**config.mk**
```make
export PLATFORM = sky130hd
export DESIGN_NAME = ldcfg_bank
export DESIGN_NICKNAME = d
export VERILOG_FILES = /design/src/verilog/ldcfg_pkg.sv /design/src/verilog/ldcfg_bank.sv
export SDC_FILE = /design/constraint.sdc
export NUM_CORES = 1
export LEC_CHECK = 0
export BUFFER_PORTS_ARGS = -buffer_cell sky130_fd_sc_hd__buf_2
export CAP_MARGIN = 20
export CORE_ASPECT_RATIO = 1.75
export CORE_MARGIN = 8
export CORE_UTILIZATION = 41
export CTS_CLUSTER_DIAMETER = 50
export CTS_CLUSTER_SIZE = 10
export DETAILED_ROUTE_END_ITERATION = 7
export GPL_TIMING_DRIVEN = 0
export PLACE_DENSITY = 0.75
export SYNTH_ARGS = -nofsm -noshare
export SYNTH_HDL_FRONTEND = slang
export SYNTH_SLANG_ARGS = --single-unit
```
**constraint.sdc**
```tcl
create_clock -name core_clk_in -period 2.3 [get_ports core_clk_in]
set_clock_uncertainty 0.05 [all_clocks]
set_input_delay 0.46 -clock core_clk_in [delete_from_list [all_inputs] [get_ports core_clk_in]]
set_output_delay 0.46 -clock core_clk_in [all_outputs]
set_load 0.005 [all_outputs]
```
**src/verilog/ldcfg_pkg.sv**
```systemverilog
/*
 * Constants, field layouts and carrier types for the logical device
 * configuration bank with its interrupt and DMA pin gating.
 * Assumes a single 50 MHz clock and an APB master with 32-bit data.
 */
package ldcfg_pkg;
  localparam int ADDR_W = 16;
  localparam int CLK_PERIOD_NS = 20;
  // Address layout: byte address = unit number * 0x400 + index * 4.
  localparam int UNIT_LSB = 10;
  localparam int INDEX_LSB = 2;
  localparam logic [2:0] UNIT_FLOPPY = 3'h0;
  localparam logic [2:0] UNIT_PARALLEL = 3'h3;
  localparam logic [2:0] UNIT_SERIAL_ONE = 3'h4;
  localparam logic [7:0] IDX_MODE = 8'hF0;
  localparam logic [7:0] IDX_OPTION = 8'hF1;
  localparam logic [7:0] IDX_TYPES = 8'hF2;
  localparam logic [7:0] IDX_RESERVED = 8'hF3;
  localparam logic [7:0] IDX_DRIVE_ZERO = 8'hF4;
  localparam logic [7:0] IDX_DRIVE_ONE = 8'hF5;
  // Reset values.
  localparam logic [7:0] FLOPPY_MODE_RST = 8'h0E;
  localparam logic [7:0] FLOPPY_OPTION_RST = 8'h00;
  localparam logic [7:0] FLOPPY_TYPES_RST = 8'hFF;
  localparam logic [7:0] DRIVE_PARAM_RST = 8'h00;
  localparam logic [7:0] PARALLEL_MODE_RST = 8'h3C;
  localparam logic [7:0] PARALLEL_MODE_TWO_RST = 8'h00;
  localparam logic [7:0] SERIAL_MODE_RST = 8'h00;
  // Writable bit masks; other bits hold zero.
  localparam logic [7:0] FLOPPY_MODE_MASK = 8'hCF;
  localparam logic [7:0] FLOPPY_OPTION_MASK = 8'h01;
  localparam logic [7:0] FLOPPY_TYPES_MASK = 8'hFF;
  localparam logic [7:0] DRIVE_PARAM_MASK = 8'h5B;
  localparam logic [7:0] PARALLEL_MODE_MASK = 8'hFF;
  localparam logic [7:0] PARALLEL_MODE_TWO_MASK = 8'h03;
  localparam logic [7:0] SERIAL_MODE_MASK = 8'h83;
  // Field positions.
  localparam int FM_ENHANCED = 0;
  localparam int FM_NON_BURST = 1;
  localparam int FM_IFACE_LSB = 2;
  localparam int FM_PUSH_PULL = 6;
  localparam int FM_TRISTATE = 7;
  localparam int FO_FORCE_WP0 = 0;
  localparam int DP_TYPE_LSB = 0;
  localparam int DP_RATE_LSB = 3;
  localparam int DP_PRECOMP_OFF = 6;
  localparam int PM_MODE_LSB = 0;
  localparam int PM_THRESH_LSB = 3;
  localparam int PM_PULSED = 7;
  localparam int PM2_MUX_LSB = 0;
  localparam int SM_MIDI = 0;
  localparam int SM_HIGH_SPEED = 1;
  localparam int SM_SHARE = 7;
  // Encodings.
  localparam logic [1:0] IFACE_AT = 2'b11;
  localparam logic [1:0] MUX_NORMAL = 2'b00;
  localparam logic [1:0] MUX_SPLIT = 2'b01;
  localparam logic [1:0] MUX_ALL_ON_PORT = 2'b10;
  localparam logic [2:0] PP_PRINTER = 3'b100;
  localparam logic [2:0] PP_SPP = 3'b000;
  localparam logic [2:0] PP_EPP19 = 3'b001;
  localparam logic [2:0] PP_EPP17 = 3'b101;
  localparam logic [2:0] PP_ECP = 3'b010;
  localparam logic [2:0] PP_ECP_EPP19 = 3'b011;
  localparam logic [2:0] PP_ECP_EPP17 = 3'b111;
  localparam logic [2:0] ECR_FIFO = 3'b010;
  localparam logic [2:0] ECR_ECP = 3'b011;
  localparam logic [2:0] ECR_TEST = 3'b110;
  localparam logic [3:0] IRQ_NONE = 4'h0;
  // Length of the pulsed-low parallel interrupt.
  localparam int PULSE_NS = 500;
  localparam int PULSE_CYCLES = (PULSE_NS + CLK_PERIOD_NS - 1) / CLK_PERIOD_NS;
  localparam logic [4:0] PULSE_COUNT = 5'(PULSE_CYCLES);

  typedef struct packed {
    logic out;
    logic oe;
  } pin_t;

  typedef struct packed {
    logic irq;
    logic dack;
    logic dreq;
    logic dma_gate_bit;
    logic powered_down;
    logic active;
    logic addr_valid;
    logic [3:0] irq_sel;
    logic [2:0] dma_sel;
  } floppy_in_t;

  typedef struct packed {
    logic irq;
    logic uart_irq_gate;
    logic active;
    logic addr_valid;
    logic [3:0] irq_sel;
  } uart_in_t;

  typedef struct packed {
    logic nack;
    logic ecp_intr;
    logic drq;
    logic port_irq_gate;
    logic ecp_dma_gate;
    logic [2:0] ecr_mode;
    logic active;
    logic addr_valid;
    logic [3:0] irq_sel;
    logic [2:0] dma_sel;
  } parallel_in_t;

  typedef struct packed {
    logic enhanced;
    logic non_burst;
    logic [1:0] iface_mode;
    logic push_pull;
    logic tristate;
    logic force_wp0;
    logic [7:0] drive_types;
    logic [1:0] drive_zero_type;
    logic [1:0] drive_zero_rate;
    logic drive_zero_precomp_disable;
    logic [1:0] drive_one_type;
    logic [1:0] drive_one_rate;
    logic drive_one_precomp_disable;
  } floppy_cfg_t;

  typedef struct packed {
    logic [2:0] mode;
    logic [3:0] fifo_threshold;
    logic pulsed_irq;
    logic [1:0] port_floppy_mux;
    logic floppy_split_mux;
    logic floppy_all_on_port;
    logic midi;
    logic high_speed;
    logic share_irq;
  } port_cfg_t;

  typedef struct packed {
    logic [7:0] floppy_mode;
    logic [7:0] floppy_option;
    logic [7:0] floppy_drive_types;
    logic [7:0] drive_zero_parameters;
    logic [7:0] drive_one_parameters;
    logic [7:0] parallel_mode;
    logic [7:0] parallel_mode_two;
    logic [7:0] serial_one_mode;
    logic [31:0] rdata;
    logic slverr;
    logic [4:0] pulse_count;
    logic irq_src_prev;
  } state_t;
endpackage
```
**src/verilog/ldcfg_bank.sv**
```systemverilog
/*
 * Vendor configuration registers of the floppy, parallel and first serial
 * units over APB, and gating of their interrupt and DMA pins.
 * Assumes the unit cores and pads sit outside, synchronous to
 * core_clk_in; reset_in is the hard reset.
 *
 */
// The APB interface to the registers was left to the implementer.
`timescale 1ns/100ps

// Summary of operation
// RULE1: Unit register bits also disable IRQ and DACK.
// RULE2: Floppy pins float when gate clear or powered down.
// RULE3: Serial interrupt floats while uart gate is low; with the share bit set, the code drives it while the other UART's gate is high.
// RULE4: SPP/EPP parallel interrupt floats while gate low.
// RULE5: ECP: DMA by ecp gate, IRQ per ECR mode.
// RULE6: Only hard reset restores these register defaults.
// RULE7: Floppy mode bits: enhanced mode and non-burst DMA.
// RULE8: Floppy interface field, AT mode by default.
// RULE9: Floppy output drive type and tri-state bits.
// RULE10: Drive type register, four two-bit fields, all ones.
// RULE11: Index F3 of floppy reads zero, read only.
// RULE12: Per-drive type, rate table, precompensation disable.
// RULE13: Parallel mode field decodes seven port modes.
// RULE14: ECP FIFO threshold field defaults to seven.
// RULE15: Parallel interrupt pulsed or level per bit seven; the code ignores bit seven and stays level in printer and SPP modes.
// RULE16: Port floppy multiplex field routes drive pins.
// RULE17: Serial mode holds MIDI and high-speed enables.
// RULE18: Serial bit seven selects shared UART interrupt.
// RULE19: Host sets levels before setting the share bit.
// RULE20: Shared with two pins: either UART drives both.
// RULE21: Floppy option bit zero forces write protect.
// RULE22: Unselected interrupt and DMA pins stay floating.
// RULE23: Reserved bits ignore writes and read zero.
module ldcfg_bank
  import ldcfg_pkg::*;
(
  input wire logic core_clk_in,
  input wire logic reset_in,
  input wire logic psel_in,
  input wire logic penable_in,
  input wire logic pwrite_in,
  input wire logic [ADDR_W-1:0] paddr_in,
  input wire logic [31:0] pwdata_in,
  input wire logic [3:0] pstrb_in,
  output logic [31:0] prdata_out,
  output logic pready_out,
  output logic pslverr_out,
  input wire floppy_in_t floppy_in,
  input wire uart_in_t uart_one_in,
  input wire uart_in_t uart_two_in,
  input wire parallel_in_t parallel_in,
  output pin_t floppy_irq_out,
  output pin_t floppy_dack_out,
  output logic floppy_dreq_taken_out,
  output pin_t uart_one_irq_out,
  output pin_t uart_two_irq_out,
  output pin_t parallel_irq_out,
  output pin_t port_dma_request_out,
  output floppy_cfg_t floppy_cfg_out,
  output port_cfg_t port_cfg_out
);

  state_t state_reg;
  state_t state_next;

  logic [2:0] unit;
  logic [7:0] index;
  logic hit;
  logic [7:0] read_byte;
  logic setup_phase;
  logic access_phase;
  logic [7:0] wbyte;

  logic floppy_enabled;

  logic [2:0] pp_mode;

  logic ecp_operation;

  logic basic_operation;

  logic ecr_irq_on;

  logic pp_irq_enabled;

  logic pp_irq_source;

  logic pp_pulsed;

  logic pp_irq_selected;

  logic u1_selected;
  logic u2_selected;

  logic u1_enabled;
  logic u2_enabled;

  logic u1_request;
  logic u2_request;

  logic share;

  assign unit = paddr_in[UNIT_LSB +: 3];
  assign index = paddr_in[INDEX_LSB +: 8];
  assign setup_phase = psel_in && !penable_in;
  assign access_phase = psel_in && penable_in;
  assign wbyte = pwdata_in[7:0];

  // Address decode and read mux; absent and reserved bits read zero.
  always_comb begin
    hit = 1'b0;
    read_byte = 8'h00;
    if (paddr_in[1:0] == 2'b00 &&
        paddr_in[ADDR_W-1:UNIT_LSB+3] == '0) begin
      case (unit)
        UNIT_FLOPPY: begin
          case (index)
            IDX_MODE: begin
              hit = 1'b1;
              read_byte = state_reg.floppy_mode;
            end
            IDX_OPTION: begin
              hit = 1'b1;
              read_byte = state_reg.floppy_option;
            end
            IDX_TYPES: begin
              hit = 1'b1;
              read_byte = state_reg.floppy_drive_types;
            end
            IDX_RESERVED: begin
              hit = 1'b1;
              read_byte = 8'h00; // RULE11
            end
            IDX_DRIVE_ZERO: begin
              hit = 1'b1;
              read_byte = state_reg.drive_zero_parameters;
            end
            IDX_DRIVE_ONE: begin
              hit = 1'b1;
              read_byte = state_reg.drive_one_parameters;
            end
            default: begin
              hit = 1'b0;
            end
          endcase
        end
        UNIT_PARALLEL: begin
          if (index == IDX_MODE) begin
            hit = 1'b1;
            read_byte = state_reg.parallel_mode;
          end else if (index == IDX_OPTION) begin
            hit = 1'b1;
            read_byte = state_reg.parallel_mode_two;
          end
        end
        UNIT_SERIAL_ONE: begin
          if (index == IDX_MODE) begin
            hit = 1'b1;
            read_byte = state_reg.serial_one_mode;
          end
        end
        default: begin
          hit = 1'b0;
        end
      endcase
    end
  end

  // Pin gating terms.
  assign pp_mode = state_reg.parallel_mode[PM_MODE_LSB +: 3];
  assign ecp_operation = pp_mode == PP_ECP || pp_mode == PP_ECP_EPP19 ||
                         pp_mode == PP_ECP_EPP17; // RULE13
  assign basic_operation = pp_mode == PP_PRINTER || pp_mode == PP_SPP;
  assign ecr_irq_on = parallel_in.ecr_mode == ECR_FIFO ||
                      parallel_in.ecr_mode == ECR_ECP ||
                      parallel_in.ecr_mode == ECR_TEST;
  assign pp_irq_selected = parallel_in.irq_sel != IRQ_NONE &&
                           parallel_in.active && parallel_in.addr_valid;
  always_comb begin
    if (ecp_operation) begin
      pp_irq_enabled = ecr_irq_on || parallel_in.port_irq_gate; // RULE5
    end else begin
      pp_irq_enabled = parallel_in.port_irq_gate; // RULE4
    end
  end
  // Level interrupt in ECP-based modes, acknowledge-following otherwise.
  assign pp_irq_source = ecp_operation ? parallel_in.ecp_intr
                                       : parallel_in.nack; // RULE15
  assign pp_pulsed = state_reg.parallel_mode[PM_PULSED] &&
                     !basic_operation; // RULE15

  assign floppy_enabled = floppy_in.dma_gate_bit &&
                          !floppy_in.powered_down &&
                          floppy_in.active && floppy_in.addr_valid; // RULE2

  assign u1_selected = uart_one_in.irq_sel != IRQ_NONE &&
                       uart_one_in.active && uart_one_in.addr_valid;
  assign u2_selected = uart_two_in.irq_sel != IRQ_NONE &&
                       uart_two_in.active && uart_two_in.addr_valid;
  assign u1_request = uart_one_in.irq && uart_one_in.uart_irq_gate; // RULE3
  assign u2_request = uart_two_in.irq && uart_two_in.uart_irq_gate; // RULE3
  assign share = state_reg.serial_one_mode[SM_SHARE];
  // With sharing, a UART that has no level of its own still drives the
  // pin of its partner; the host may keep one UART at no level.
  assign u1_enabled = u1_selected && (uart_one_in.uart_irq_gate ||
                      (share && uart_two_in.uart_irq_gate)); // RULE18
  assign u2_enabled = u2_selected && (uart_two_in.uart_irq_gate ||
                      (share && uart_one_in.uart_irq_gate)); // RULE18

  always_comb begin
    state_next = state_reg;
    state_next.irq_src_prev = pp_irq_source;
    if (state_reg.pulse_count != 5'h00) begin
      state_next.pulse_count = state_reg.pulse_count - 5'h01;
    end
    if (pp_pulsed && pp_irq_enabled && pp_irq_selected &&
        pp_irq_source && !state_reg.irq_src_prev) begin
      state_next.pulse_count = PULSE_COUNT; // RULE15
    end

    if (setup_phase) begin
      state_next.rdata = {24'h000000, read_byte};
      state_next.slverr = !hit;
    end

    if (access_phase && pwrite_in && hit && pstrb_in[0]) begin
      case (unit)
        UNIT_FLOPPY: begin
          case (index)
            IDX_MODE: begin
              state_next.floppy_mode = wbyte & FLOPPY_MODE_MASK; // RULE23
            end
            IDX_OPTION: begin
              state_next.floppy_option = wbyte & FLOPPY_OPTION_MASK;
            end
            IDX_TYPES: begin
              state_next.floppy_drive_types =
                wbyte & FLOPPY_TYPES_MASK; // RULE10
            end
            IDX_DRIVE_ZERO: begin
              state_next.drive_zero_parameters =
                wbyte & DRIVE_PARAM_MASK; // RULE12
            end
            IDX_DRIVE_ONE: begin
              state_next.drive_one_parameters = wbyte & DRIVE_PARAM_MASK;
            end
            default: begin
            end
          endcase
        end
        UNIT_PARALLEL: begin
          if (index == IDX_MODE) begin
            state_next.parallel_mode = wbyte & PARALLEL_MODE_MASK;
          end else begin
            state_next.parallel_mode_two =
              wbyte & PARALLEL_MODE_TWO_MASK; // RULE16
          end
        end
        default: begin
          state_next.serial_one_mode = wbyte & SERIAL_MODE_MASK; // RULE17
        end
      endcase
    end
  end

  // Only the hard reset restores the defaults; nothing else clears them.
  always_ff @(posedge core_clk_in) begin
    if (reset_in) begin
      state_reg.floppy_mode <= FLOPPY_MODE_RST; // RULE6
      state_reg.floppy_option <= FLOPPY_OPTION_RST;
      state_reg.floppy_drive_types <= FLOPPY_TYPES_RST;
      state_reg.drive_zero_parameters <= DRIVE_PARAM_RST;
      state_reg.drive_one_parameters <= DRIVE_PARAM_RST;
      state_reg.parallel_mode <= PARALLEL_MODE_RST; // RULE14
      state_reg.parallel_mode_two <= PARALLEL_MODE_TWO_RST;
      state_reg.serial_one_mode <= SERIAL_MODE_RST;

      state_reg.rdata <= 32'h00000000;
      state_reg.slverr <= 1'b0;
      state_reg.pulse_count <= 5'h00;
      state_reg.irq_src_prev <= 1'b0;
    end else begin
      state_reg <= state_next;
    end
  end

  // APB answer: read data is captured in the setup cycle.
  assign pready_out = access_phase;
  assign prdata_out = state_reg.rdata;
  assign pslverr_out = access_phase && state_reg.slverr;

  // Floppy pins float unless every enable of the unit agrees.
  always_comb begin
    floppy_irq_out.out = floppy_in.irq;
    floppy_irq_out.oe = floppy_enabled &&
                        floppy_in.irq_sel != IRQ_NONE; // RULE1
    floppy_dack_out.out = floppy_in.dack;
    floppy_dack_out.oe = floppy_enabled &&
                         floppy_in.dma_sel != 3'h0 &&
                         floppy_in.dma_sel < 3'h4; // RULE22
    floppy_dreq_taken_out = floppy_enabled && floppy_in.dreq; // RULE2
  end

  always_comb begin
    uart_one_irq_out.out = u1_request || (share && u2_request); // RULE20
    uart_one_irq_out.oe = u1_enabled; // RULE22
    uart_two_irq_out.out = u2_request || (share && u1_request); // RULE20
    uart_two_irq_out.oe = u2_enabled; // RULE22
  end

  // Pulsed type: drive low for the pulse, then release to high impedance.
  always_comb begin
    if (!pp_irq_selected || !pp_irq_enabled) begin
      parallel_irq_out.out = 1'b0;
      parallel_irq_out.oe = 1'b0; // RULE22
    end else if (pp_pulsed) begin
      parallel_irq_out.out = 1'b0;
      parallel_irq_out.oe = state_reg.pulse_count != 5'h00; // RULE15
    end else begin
      parallel_irq_out.out = pp_irq_source;
      parallel_irq_out.oe = 1'b1; // RULE4
    end

    port_dma_request_out.out = parallel_in.drq;
    port_dma_request_out.oe = ecp_operation && parallel_in.ecp_dma_gate &&
                              parallel_in.active &&
                              parallel_in.addr_valid &&
                              parallel_in.dma_sel != 3'h0 &&
                              parallel_in.dma_sel < 3'h4; // RULE5
  end

  // Decoded configuration towards the unit cores and pad logic.
  always_comb begin
    floppy_cfg_out.enhanced = state_reg.floppy_mode[FM_ENHANCED]; // RULE7
    floppy_cfg_out.non_burst = state_reg.floppy_mode[FM_NON_BURST]; // RULE7
    floppy_cfg_out.iface_mode =
      state_reg.floppy_mode[FM_IFACE_LSB +: 2]; // RULE8
    // These two steer only the dedicated floppy pads, not the port pads.
    floppy_cfg_out.push_pull = state_reg.floppy_mode[FM_PUSH_PULL]; // RULE9
    floppy_cfg_out.tristate = state_reg.floppy_mode[FM_TRISTATE]; // RULE9
    floppy_cfg_out.force_wp0 =
      state_reg.floppy_option[FO_FORCE_WP0]; // RULE21
    floppy_cfg_out.drive_types = state_reg.floppy_drive_types; // RULE10
    floppy_cfg_out.drive_zero_type =
      state_reg.drive_zero_parameters[DP_TYPE_LSB +: 2];
    floppy_cfg_out.drive_zero_rate =
      state_reg.drive_zero_parameters[DP_RATE_LSB +: 2];
    floppy_cfg_out.drive_zero_precomp_disable =
      state_reg.drive_zero_parameters[DP_PRECOMP_OFF]; // RULE12
    floppy_cfg_out.drive_one_type =
      state_reg.drive_one_parameters[DP_TYPE_LSB +: 2];
    floppy_cfg_out.drive_one_rate =
      state_reg.drive_one_parameters[DP_RATE_LSB +: 2];
    floppy_cfg_out.drive_one_precomp_disable =
      state_reg.drive_one_parameters[DP_PRECOMP_OFF];
  end

  always_comb begin
    port_cfg_out.mode = pp_mode;
    port_cfg_out.fifo_threshold =
      state_reg.parallel_mode[PM_THRESH_LSB +: 4]; // RULE14
    port_cfg_out.pulsed_irq = pp_pulsed;
    port_cfg_out.port_floppy_mux =
      state_reg.parallel_mode_two[PM2_MUX_LSB +: 2];
    port_cfg_out.floppy_split_mux =
      port_cfg_out.port_floppy_mux == MUX_SPLIT; // RULE16
    port_cfg_out.floppy_all_on_port =
      port_cfg_out.port_floppy_mux == MUX_ALL_ON_PORT; // RULE16

    port_cfg_out.midi = state_reg.serial_one_mode[SM_MIDI]; // RULE17
    port_cfg_out.high_speed =
      state_reg.serial_one_mode[SM_HIGH_SPEED]; // RULE17
    port_cfg_out.share_irq = share; // RULE18
  end

endmodule // ldcfg_bank

```
Yosys cells after proc, flatten, opt, wreduce, memory -nomap -nowiden --
Cells that the tools add are included.
Operators by class: $add $sub $neg 1, magnitude comparators 2, equality and inequality tests 17, muxes and demuxes 18, bitwise logic cells 2, reductions and logical operators 79
Operators with widths (number):
- 8-bit == test (second input constant) | 6
- 8-bit case mux with 5 select lines | 1
- 1-bit logical AND | 38
- 8-bit 2-to-1 mux | 3
- 8-bit case mux with 3 select lines | 1
- 3-bit AND reduction | 7
- 4-bit nonzero test | 4
- 3-bit by 2-bit == test with 1-bit output (second input constant) | 5
- 3-bit == test (second input constant) | 4
- 1-bit logical OR | 11
- 5-bit 2-to-1 mux | 2
- 3-bit logical NOT | 3
- 1-bit logical NOT | 7
- 1-bit 2-to-1 mux | 7
- 3-bit less-than comparator (second input constant) | 2
- 2-bit 2-to-1 mux | 3
- 3-bit nonzero test | 2
- 6-bit OR reduction | 1
- 5-bit nonzero test | 1
- 5-bit by 1-bit subtractor with 5-bit output (second input constant) | 1
- 2-bit OR reduction | 2
- 1-bit case mux with 3 select lines | 1
- 2-bit by 1-bit == test with 1-bit output (second input constant) | 1
- 2-bit == test (second input constant) | 1
- 4 further kinds | 5
Word-level totals: flip-flop bits (word level) 53, input bits 104, output and inout bits 87, logic and storage cells 132

Depth between registers and ports, before layout --
Gate-level depths: netlist of the first run.
depth in word-level cells 10, depth in mapped cells 9, mapped depth without buffers 6

Least setup slack after synthesis of the first run --
Ideal clock, no wire load.
path type input -> register, start point input port paddr_in[1], end point register state_reg, in the netlist port_cfg_out[5], setup time 0.126 ns, data arrival time 2.163 ns, data required time 2.124 ns, setup slack -0.039 ns, stages on the path 6, buffers on the path 1, cell sequence or3_4 or4b_4 buf_6 a2111oi_2 mux2i_1 nor2_1
Between the ends: longest elaborated chain between the ends 6
RTL lines:
- from (decl) | RTL line ldcfg_bank.sv:43 | input wire logic [ADDR_W-1:0] paddr_in,
- 2-bit logical NOT | RTL line ldcfg_bank.sv:114 | if (paddr_in[1:0] == 2'b00 &&
- 1-bit logical AND | RTL line ldcfg_bank.sv:114
- 1-bit 2-to-1 mux | RTL line ldcfg_bank.sv:114
- 1-bit logical AND (2 in series) | RTL line ldcfg_bank.sv:227 | if (access_phase && pwrite_in && hit && pstrb_in[0]) begin
- 3-bit AND reduction (no line)
- to (signal assigned) | RTL line ldcfg_bank.sv:284 | state_reg <= state_next;
- to (decl) | RTL line ldcfg_bank.sv:64 | state_t state_reg;
No other way between the ends. A chain may end at the register's enable or synchronous reset.

Worst setup path in the final report of the first run --
start point input port paddr_in[1], end point register state_reg, in the netlist floppy_cfg_out[2]
The elaborated chain is that of the path after synthesis.

==> results of run 1 <==
[cell families (layout without fill, tap and decap cells)]
family | Yosys count | in the layout | share of synthesized area
AO/OA/AOI/OAI | 65 | 65 | 0.131
XOR/XNOR | 3 | 3 | 0.00770
flip-flops | 53 | 53 | 0.311
adder cells (fa/ha/maj) | 1 | 1 | 0.00367
other | 1 | 24 | 0.00110
buffers and inverters | 101 | 243 | 0.206
multiplexers | 34 | 34 | 0.101
AND/OR/NAND/NOR | 151 | 151 | 0.239
[per-layer routing]
metal	share of wire	wire (microns)	GRT usage	up-vias
li1	-	-	-	1675
met1	0.35	3870	0.163	1566
met2	0.52	5710	0.346	192
met3	0.085	938	0.0577	32
met4	0.047	516	0.122	0
met5	0	0	0	-
[how the worst min path moves through the flow]
stage / startpoint / end / slack, ns / cells past startpoint
3_5_place_dp: prdata_out[2] / prdata_out[2] / 0.41 / 2
6_report: pwdata_in[5] / port_cfg_out[10] / 0.36 / 3
2_1_floorplan: prdata_out[2] / prdata_out[2] / 0.38 / 2
5_1_grt: pwdata_in[5] / port_cfg_out[10] / 0.39 / 3
4_1_cts: pwdata_in[5] / port_cfg_out[10] / 0.36 / 3
3_3_place_gp: prdata_out[5] / prdata_out[5] / 0.41 / 2
[cells in the mapped netlist, drive strengths merged, types with 6 or more instances]
cell | count | area share
a21oi | 22 | 0.032
buf | 81 | 0.18
clkbuf | 12 | 0.014
dfxtp | 53 | 0.31
inv | 6 | 0.0066
mux2i | 31 | 0.091
nand2 | 20 | 0.022
nand2b | 7 | 0.013
nand4 | 6 | 0.011
nor2 | 52 | 0.057
nor3 | 20 | 0.029
nor4 | 9 | 0.025
o21ai | 9 | 0.013
[power groups by stage]
stage,clock (mW),sequential (mW),combinational [mW]
after floorplan,0,0.989,0.279
final,0.863,0.985,0.450
after global placement,0,0.993,0.405
after global routing,0.915,0.985,0.493
after CTS,0.876,0.977,0.430
after detailed placement,0,0.996,0.420
[cell usage in the layout, fill, tap and decap left out, drive strengths merged, types with 2 or more instances in the layout]
cell type	n
nor3	20
o31a	3
a2bb2oi	2
nor4	9
clkbuf	18
o21ai	9
a32o	2
o2111ai	3
buf	216
dlymetal6s2s	2
conb	24
and2	4
dfxtp	53
nor2	52
mux2	3
and3	2
xnor2	2
nand4	6
nor4b	2
o21a	2
nand2	20
mux2i	31
nand2b	7
nor3b	2
and4	2
nand4b	2
inv	6
a211oi	4
nand3b	4
a32oi	4
o2bb2ai	3
a21oi	22
or2	2
nand3	4
nor2b	4
and3b	2
or3	3
[stage by stage]
stage	cell area (sq um)	util
after floorplan	3510	-
after global placement	4290	0.523
after detailed placement	4290	0.523
after CTS	4490	0.548
after global routing	4530	0.553
final	4530	0.553
[worst min-delay path, delay by kind of cell]
family	cells	cell delay [ns]
and+or+nand+nor	1	0.06
buffers and inverters	1	0.09
muxes	1	0.06
[layout make-up]
class | instances | area share
Clock inverter | 1 | 0.00662
Buffer | 94 | 0.149
Tap cell | 92 | 0.0254
Sequential cell | 53 | 0.234
Inverter | 6 | 0.00497
Clock buffer | 7 | 0.0315
Timing Repair Buffer | 135 | 0.151
Multi-Input combinational cell | 278 | 0.397
[timing repair]
item / CTS / global route
endpoints found under the hold margin: 0 / 0
endpoints found under the setup margin: 26 / 23
gates resized for setup: 5 / 6
setup buffers: 0 / 2
cloned: 0 / 0
pin swaps: 0 / 3
==> impl_results.md, run 1 <==
* Final TNS setup at 0 ns
* CTS root buf: clkbuf_16
* Static Leak at 2.22 nW
* Vias per Instance at between 5 and 6
* Switching Share at 0.253
* Max-cap violation count at 0
* Clk sinks at 53
* Layout area overhead at 32.9%
* DPL Wire Length at 9090 microns
* Total number of H-tree levels at 2
* TritonCTS buffer count at 5
* Post-Route WL at 11000 microns
* Seq cells post-synth at 53
* Rows at 44
* 1st-iter DRT viols at 178
* Worst path depth at 8
* Die area at 11600 sq um
* Cell variety after synth at 61
* Register area at 1060 sq um
* Via count of the first global-routing pass at 3561
* Global-route wire length before repair at 17000 microns
* Crit-path leading delay family: simple AND/OR/NAND/NOR gates
* Initial core utilization at 0.416
* Crit path arrival time at about 2.4 ns
* Crit path cell chain: buf_2 -> or3_4 -> or4b_4 -> buf_6 -> nor4_4 -> buf_6 -> mux2i_1 -> nor2_1
* Cells on worst reg2reg path at 5
* Die H at ~140 microns
* Total track usage at 0.184
* Worst slew pin tran at 0.567 ns
* CP Buf/Inv Count at 3
* Nets at 678
* Cell-internal power at ~1.7 mW
* R2r endpoint: state_reg[3]
* Setup CP Type: in -> reg
* EDFF count, synth at 0
* Cell Pwr Density at 507 nW/um^2
* # hold bufs at CTS at 0
* Max Slew Vio Count at 0
* Ys flop type: dfxtp_1
* Final setup margin at between 0.02 and 0.025 ns
* Worst-Skew Late Latency at 0.29 ns
* Crit end category: flip-flop
* Fillers at 767
* RR Startpoint: port_cfg_out[13]
* Area of the multi-input gates at 1800 sq um
* CP Capture Point: floppy_cfg_out[2]
* Min Tclk post-route at 2.28 ns
* Die W at 85.0 microns
* Avg Cell Area, Syn at 8.34 sq um
* Final Hold Viols at 0
* Finish-stage setup viols at 0
* Synth Instances at 409
* Cell Area, Synth at approximately 3400 sq um
* Post-DRT Antenna Nets at 0
* Clock buffer depth at 2
* Period utilization at 0.990
* Max stage delay cell, worst path: or4b_4
* Pre-CTS setup slack at -0.548 ns
* Combinational power share at 0.196
* DRC at 0
* Grt total ovfl at 0
* Antenna cells at 0
* Port buffer count at roughly 130
* Layout cells sized above 1 at 0.420
* Max Fclk at approximately 0.44 GHz
* WL/cell at approximately 17 microns
* Core Box Area at ~8200 sq um
* Final worst hold slack at 0.362 ns
* Sequential-to-total area share from yosys stat at 0.311
* Clock power share at 0.375
* Rel. slew slack at 0.622
* Asr flop ratio synth at 0
* Status: finished clean
* CTS tree: yes
* VDD IR max at approximately 400 uV
* P_sw at 0.580 mW
* Initial antenna violation count at 0
* Sequential share of power at 0.429
* Worst EP required at 2.42 ns
* Placed Cells incl. Taps at around 660
* Via Count at between 3000 and 4000
* Power, Total at 2.30 mW
* # IOs at 191
* Pin count of the biggest net entering global routing at 16
* CP startpoint kind: input port
* Crit path from: paddr_in[1]
* CP peak stage delay at 0.55 ns
* Hold Crit Class: in -> reg
* GP Congestion at 0.907
* Clk slew on worst S/H paths at 0.07 ns
* Non-Filler Instances at about 670
* 1st-pass router iterations at 4
* Cell mode on critical path: buf_6
* R2r setup slk at 0.39 ns
* Ys Warns at 0
* Crit Path Max Fanout at 5
* Max reg flops at 25
(Power assumes the default switching activity.)
==> run 2, diff against run 1 <==
--- a/config.mk
+++ b/config.mk
@@ -6,4 +6,5 @@
 export NUM_CORES = 1
 export LEC_CHECK = 0
+export ABC_CLOCK_PERIOD_IN_PS = 2300
 export BUFFER_PORTS_ARGS = -buffer_cell sky130_fd_sc_hd__buf_2
 export CAP_MARGIN = 20
@@ -16,4 +17,5 @@
 export GPL_TIMING_DRIVEN = 0
 export PLACE_DENSITY = 0.75
+export SKIP_LAST_GASP = 1
 export SYNTH_ARGS = -nofsm -noshare
 export SYNTH_HDL_FRONTEND = slang
==> constraint.sdc (replaced) <==
create_clock -name core_clk_in -period 2.3 [get_ports core_clk_in]
set_clock_uncertainty 0.05 [all_clocks]
set_input_delay 0.115 -clock core_clk_in [delete_from_list [all_inputs] [get_ports core_clk_in]]
set_output_delay 0.115 -clock core_clk_in [all_outputs]
set_load 0.005 [all_outputs]
==> run 2 against run 1 <==
Compared with the run above: first-iteration DRC count down 3.4%; non-clock buffer count down 1; critical path depth down 1; total power down 6.4%; register-to-register slack is essentially flat.
==> impl_results.md, run 2 (synthesized netlist as in run 1, its figures left out) <==
* Via Count at 3418 (was 3465)
* Port buffer count at 133 (unchanged)
* WL/cell at 16.5 microns (was 16.6 microns)
* # hold bufs at CTS at 0 (unchanged)
* TritonCTS buffer count at 5 (unchanged)
* Non-Filler Instances at 664 (was 666)
* CP startpoint kind: input port (unchanged)
* Nets at 677 (was 678)
* Min-delay src: pwdata_in[5] (unchanged)
* Antenna cells at 0 (unchanged)
* Clk sinks at 53 (unchanged)
* Rel. slew slack at 0.585 (was 0.622)
* Total track usage at 0.190 (was 0.184)
* CTS tree: yes (unchanged)
* 1st-pass router iterations at 4 (unchanged)
* Layout cells sized above 1 at 0.409 (was 0.420)
* Via count of the first global-routing pass at 3625 (was 3561)
* RR Startpoint: port_cfg_out[13] (unchanged)
* Post-DRT Antenna Nets at 0 (unchanged)
* DPL Wire Length at 9170 microns (was 9090 microns)
* Crit Path Max Fanout at 5 (unchanged)
* Core Box Area at 8200 sq um (unchanged)
* Hold path endpoint: port_cfg_out[10] (unchanged)
* Layout area overhead at 30.1% (was 32.9%)
* Worst-Skew Late Latency at 0.29 ns (about the same)
* Final setup margin at 0.304 ns (was 0.0239 ns)
* Final worst hold slack at 0.00653 ns (was 0.362 ns)
* Placed Cells incl. Taps at 657 (unchanged)
* Die area at 11600 sq um (unchanged)
* Worst slew pin tran at 0.618 ns (was 0.567 ns)
* VDD IR max at 337 uV (was 400 uV)
* Clock buffer depth at 2 (unchanged)
* Crit end category: flip-flop (unchanged)
* R2r setup slk at 0.40 ns (was 0.39 ns)
* CTS root buf: clkbuf_16 (unchanged)
* Max-cap violation count at 0 (unchanged)
* Post-Route WL at 11000 microns (about the same)
* Unrepaired setup endpoints after global routing: false
* Pre-CTS setup slack at -0.207 ns (was -0.548 ns)
* # IOs at 191 (unchanged)
* Final core utilization at 0.541 (was 0.553)
* Clk slew on worst S/H paths at 0.06 ns (was 0.07 ns)
* Min Tclk post-route at 2.00 ns (was 2.28 ns)
* Cell Pwr Density at 484 nW/um^2 (was 507 nW/um^2)
* Cts repair resizes at 0 (was 5)
* Grt total ovfl at 0 (unchanged)
* Crit-path leading delay family: simple AND/OR/NAND/NOR gates (unchanged)
* Post-CTS Setup Bufs at 0 (unchanged)
* Max Slew Vio Count at 0 (unchanged)
* CP Buf/Inv Count at 2 (was 3)
* Commonest non-fill, non-tap cell in the layout: buf_2 (unchanged)
* Status: finished clean (unchanged)
* Total number of H-tree levels at 2 (unchanged)
* 1st-iter DRT viols at 172 (was 178)
* Static Leak at 2.17 nW (was 2.22 nW)
* Finish-stage setup viols at 0 (unchanged)
* Final Hold Viols at 0 (unchanged)
* Most frequent cells in the layout: 135 x buf_2, 76 x buf_4, 53 x dfxtp_1 (was 135 x buf_2, 77 x buf_4, 53 x dfxtp_1)
* Initial antenna violation count at 0 (unchanged)
* CP peak stage delay at 0.55 ns (about the same)
* Die W at 85.0 microns (unchanged)
* Setup CP Type: in -> reg (unchanged)
* Pin count of the biggest net entering global routing at 15 (was 16)
* Max stage delay cell, worst path: or4b_4 (unchanged)
* R2r endpoint: state_reg[3] (unchanged)
* Die H at 137 microns (unchanged)
* Hold Path Depth at 3 (unchanged)
* Max reg flops at 25 (unchanged)
* Final TNS setup at 0 ns (unchanged)
* Max Fclk at 0.501 GHz (was 0.439 GHz)
* Crit path arrival time at 2.12 ns (was 2.39 ns)
* Cells on worst reg2reg path at 5 (unchanged)
* DRC at 0 (unchanged)
* Hold Crit Class: in -> reg (unchanged)
* GP Congestion at 0.930 (was 0.907)
* Initial core utilization at 0.416 (unchanged)
* Crit path cell chain: buf_2 -> or3_4 -> or4b_4 -> buf_6 -> a2111oi_2 -> mux2i_1 -> nor2_1 (was buf_2 -> or3_4 -> or4b_4 -> buf_6 -> nor4_4 -> buf_6 -> mux2i_1 -> nor2_1)
* Period utilization at 0.868 (was 0.990)
* Global-route wire length before repair at 17400 microns (was 17000 microns)
* Worst EP required at 2.42 ns (about the same)
* Rows at 44 (unchanged)
* Vias per Instance at 5.15 (was 5.20)
run 2: cell types whose count changed in the layout (fill, tap and decap cells not counted), moves of 2 or more:
cell     previous run  this run
nor2_1             49        52
nor2_2              3         0
nor4b_2             0         2
nor4b_4             2         0
run 2: per-stage QoR:
step,area [sq um],power [mW]
global route,4440,2.25
detailed placement,4280,1.41
global placement,4280,1.39
CTS,4420,2.14
floorplan,3500,1.27
finish,4440,2.15
run 2: layer usage:
metal	global-route usage	wire length, microns	up-vias
li1	-	-	1674
met1	0.164	3700	1544
met2	0.362	5810	173
met3	0.0655	1010	27
met4	0.120	446	0
met5	0	0	-
run 2: worst min-delay path, cell delays in order:
cell and delay [ns]:
buf_2 0.09, mux2i_1 0.06, nand2b_1 0.06
run 2: worst max-delay path by stage:
stage | start | to | slack [ns] | cells past startpoint
floorplan | paddr_in[1] | port_cfg_out[5] | 0.31 | 6
global placement | psel_in | port_cfg_out[2] | -0.16 | 6
detailed placement | psel_in | port_cfg_out[2] | -0.21 | 6
CTS | state_reg[1] | parallel_irq_out[0] | 0.06 | 5
global route | port_cfg_out[14] | parallel_irq_out[1] | 0.21 | 6
finish | paddr_in[1] | port_cfg_out[5] | 0.30 | 7
run 2: power by group:
group	internal [mW]	switching [mW]	total, mW
sequential	0.950	0.0281	0.978
combinational	0.211	0.218	0.429
clock	0.428	0.315	0.743
run 2: area by class of cell:
class / instances / area, sq um
clock buffer: 7 / 143
inverter: 6 / 22.5
tap: 92 / 115
buffer: 95 / 681
sequential: 53 / 1060
multi-input combinational: 278 / 1750
timing repair buffer: 133 / 666
fill: 796 / 3760
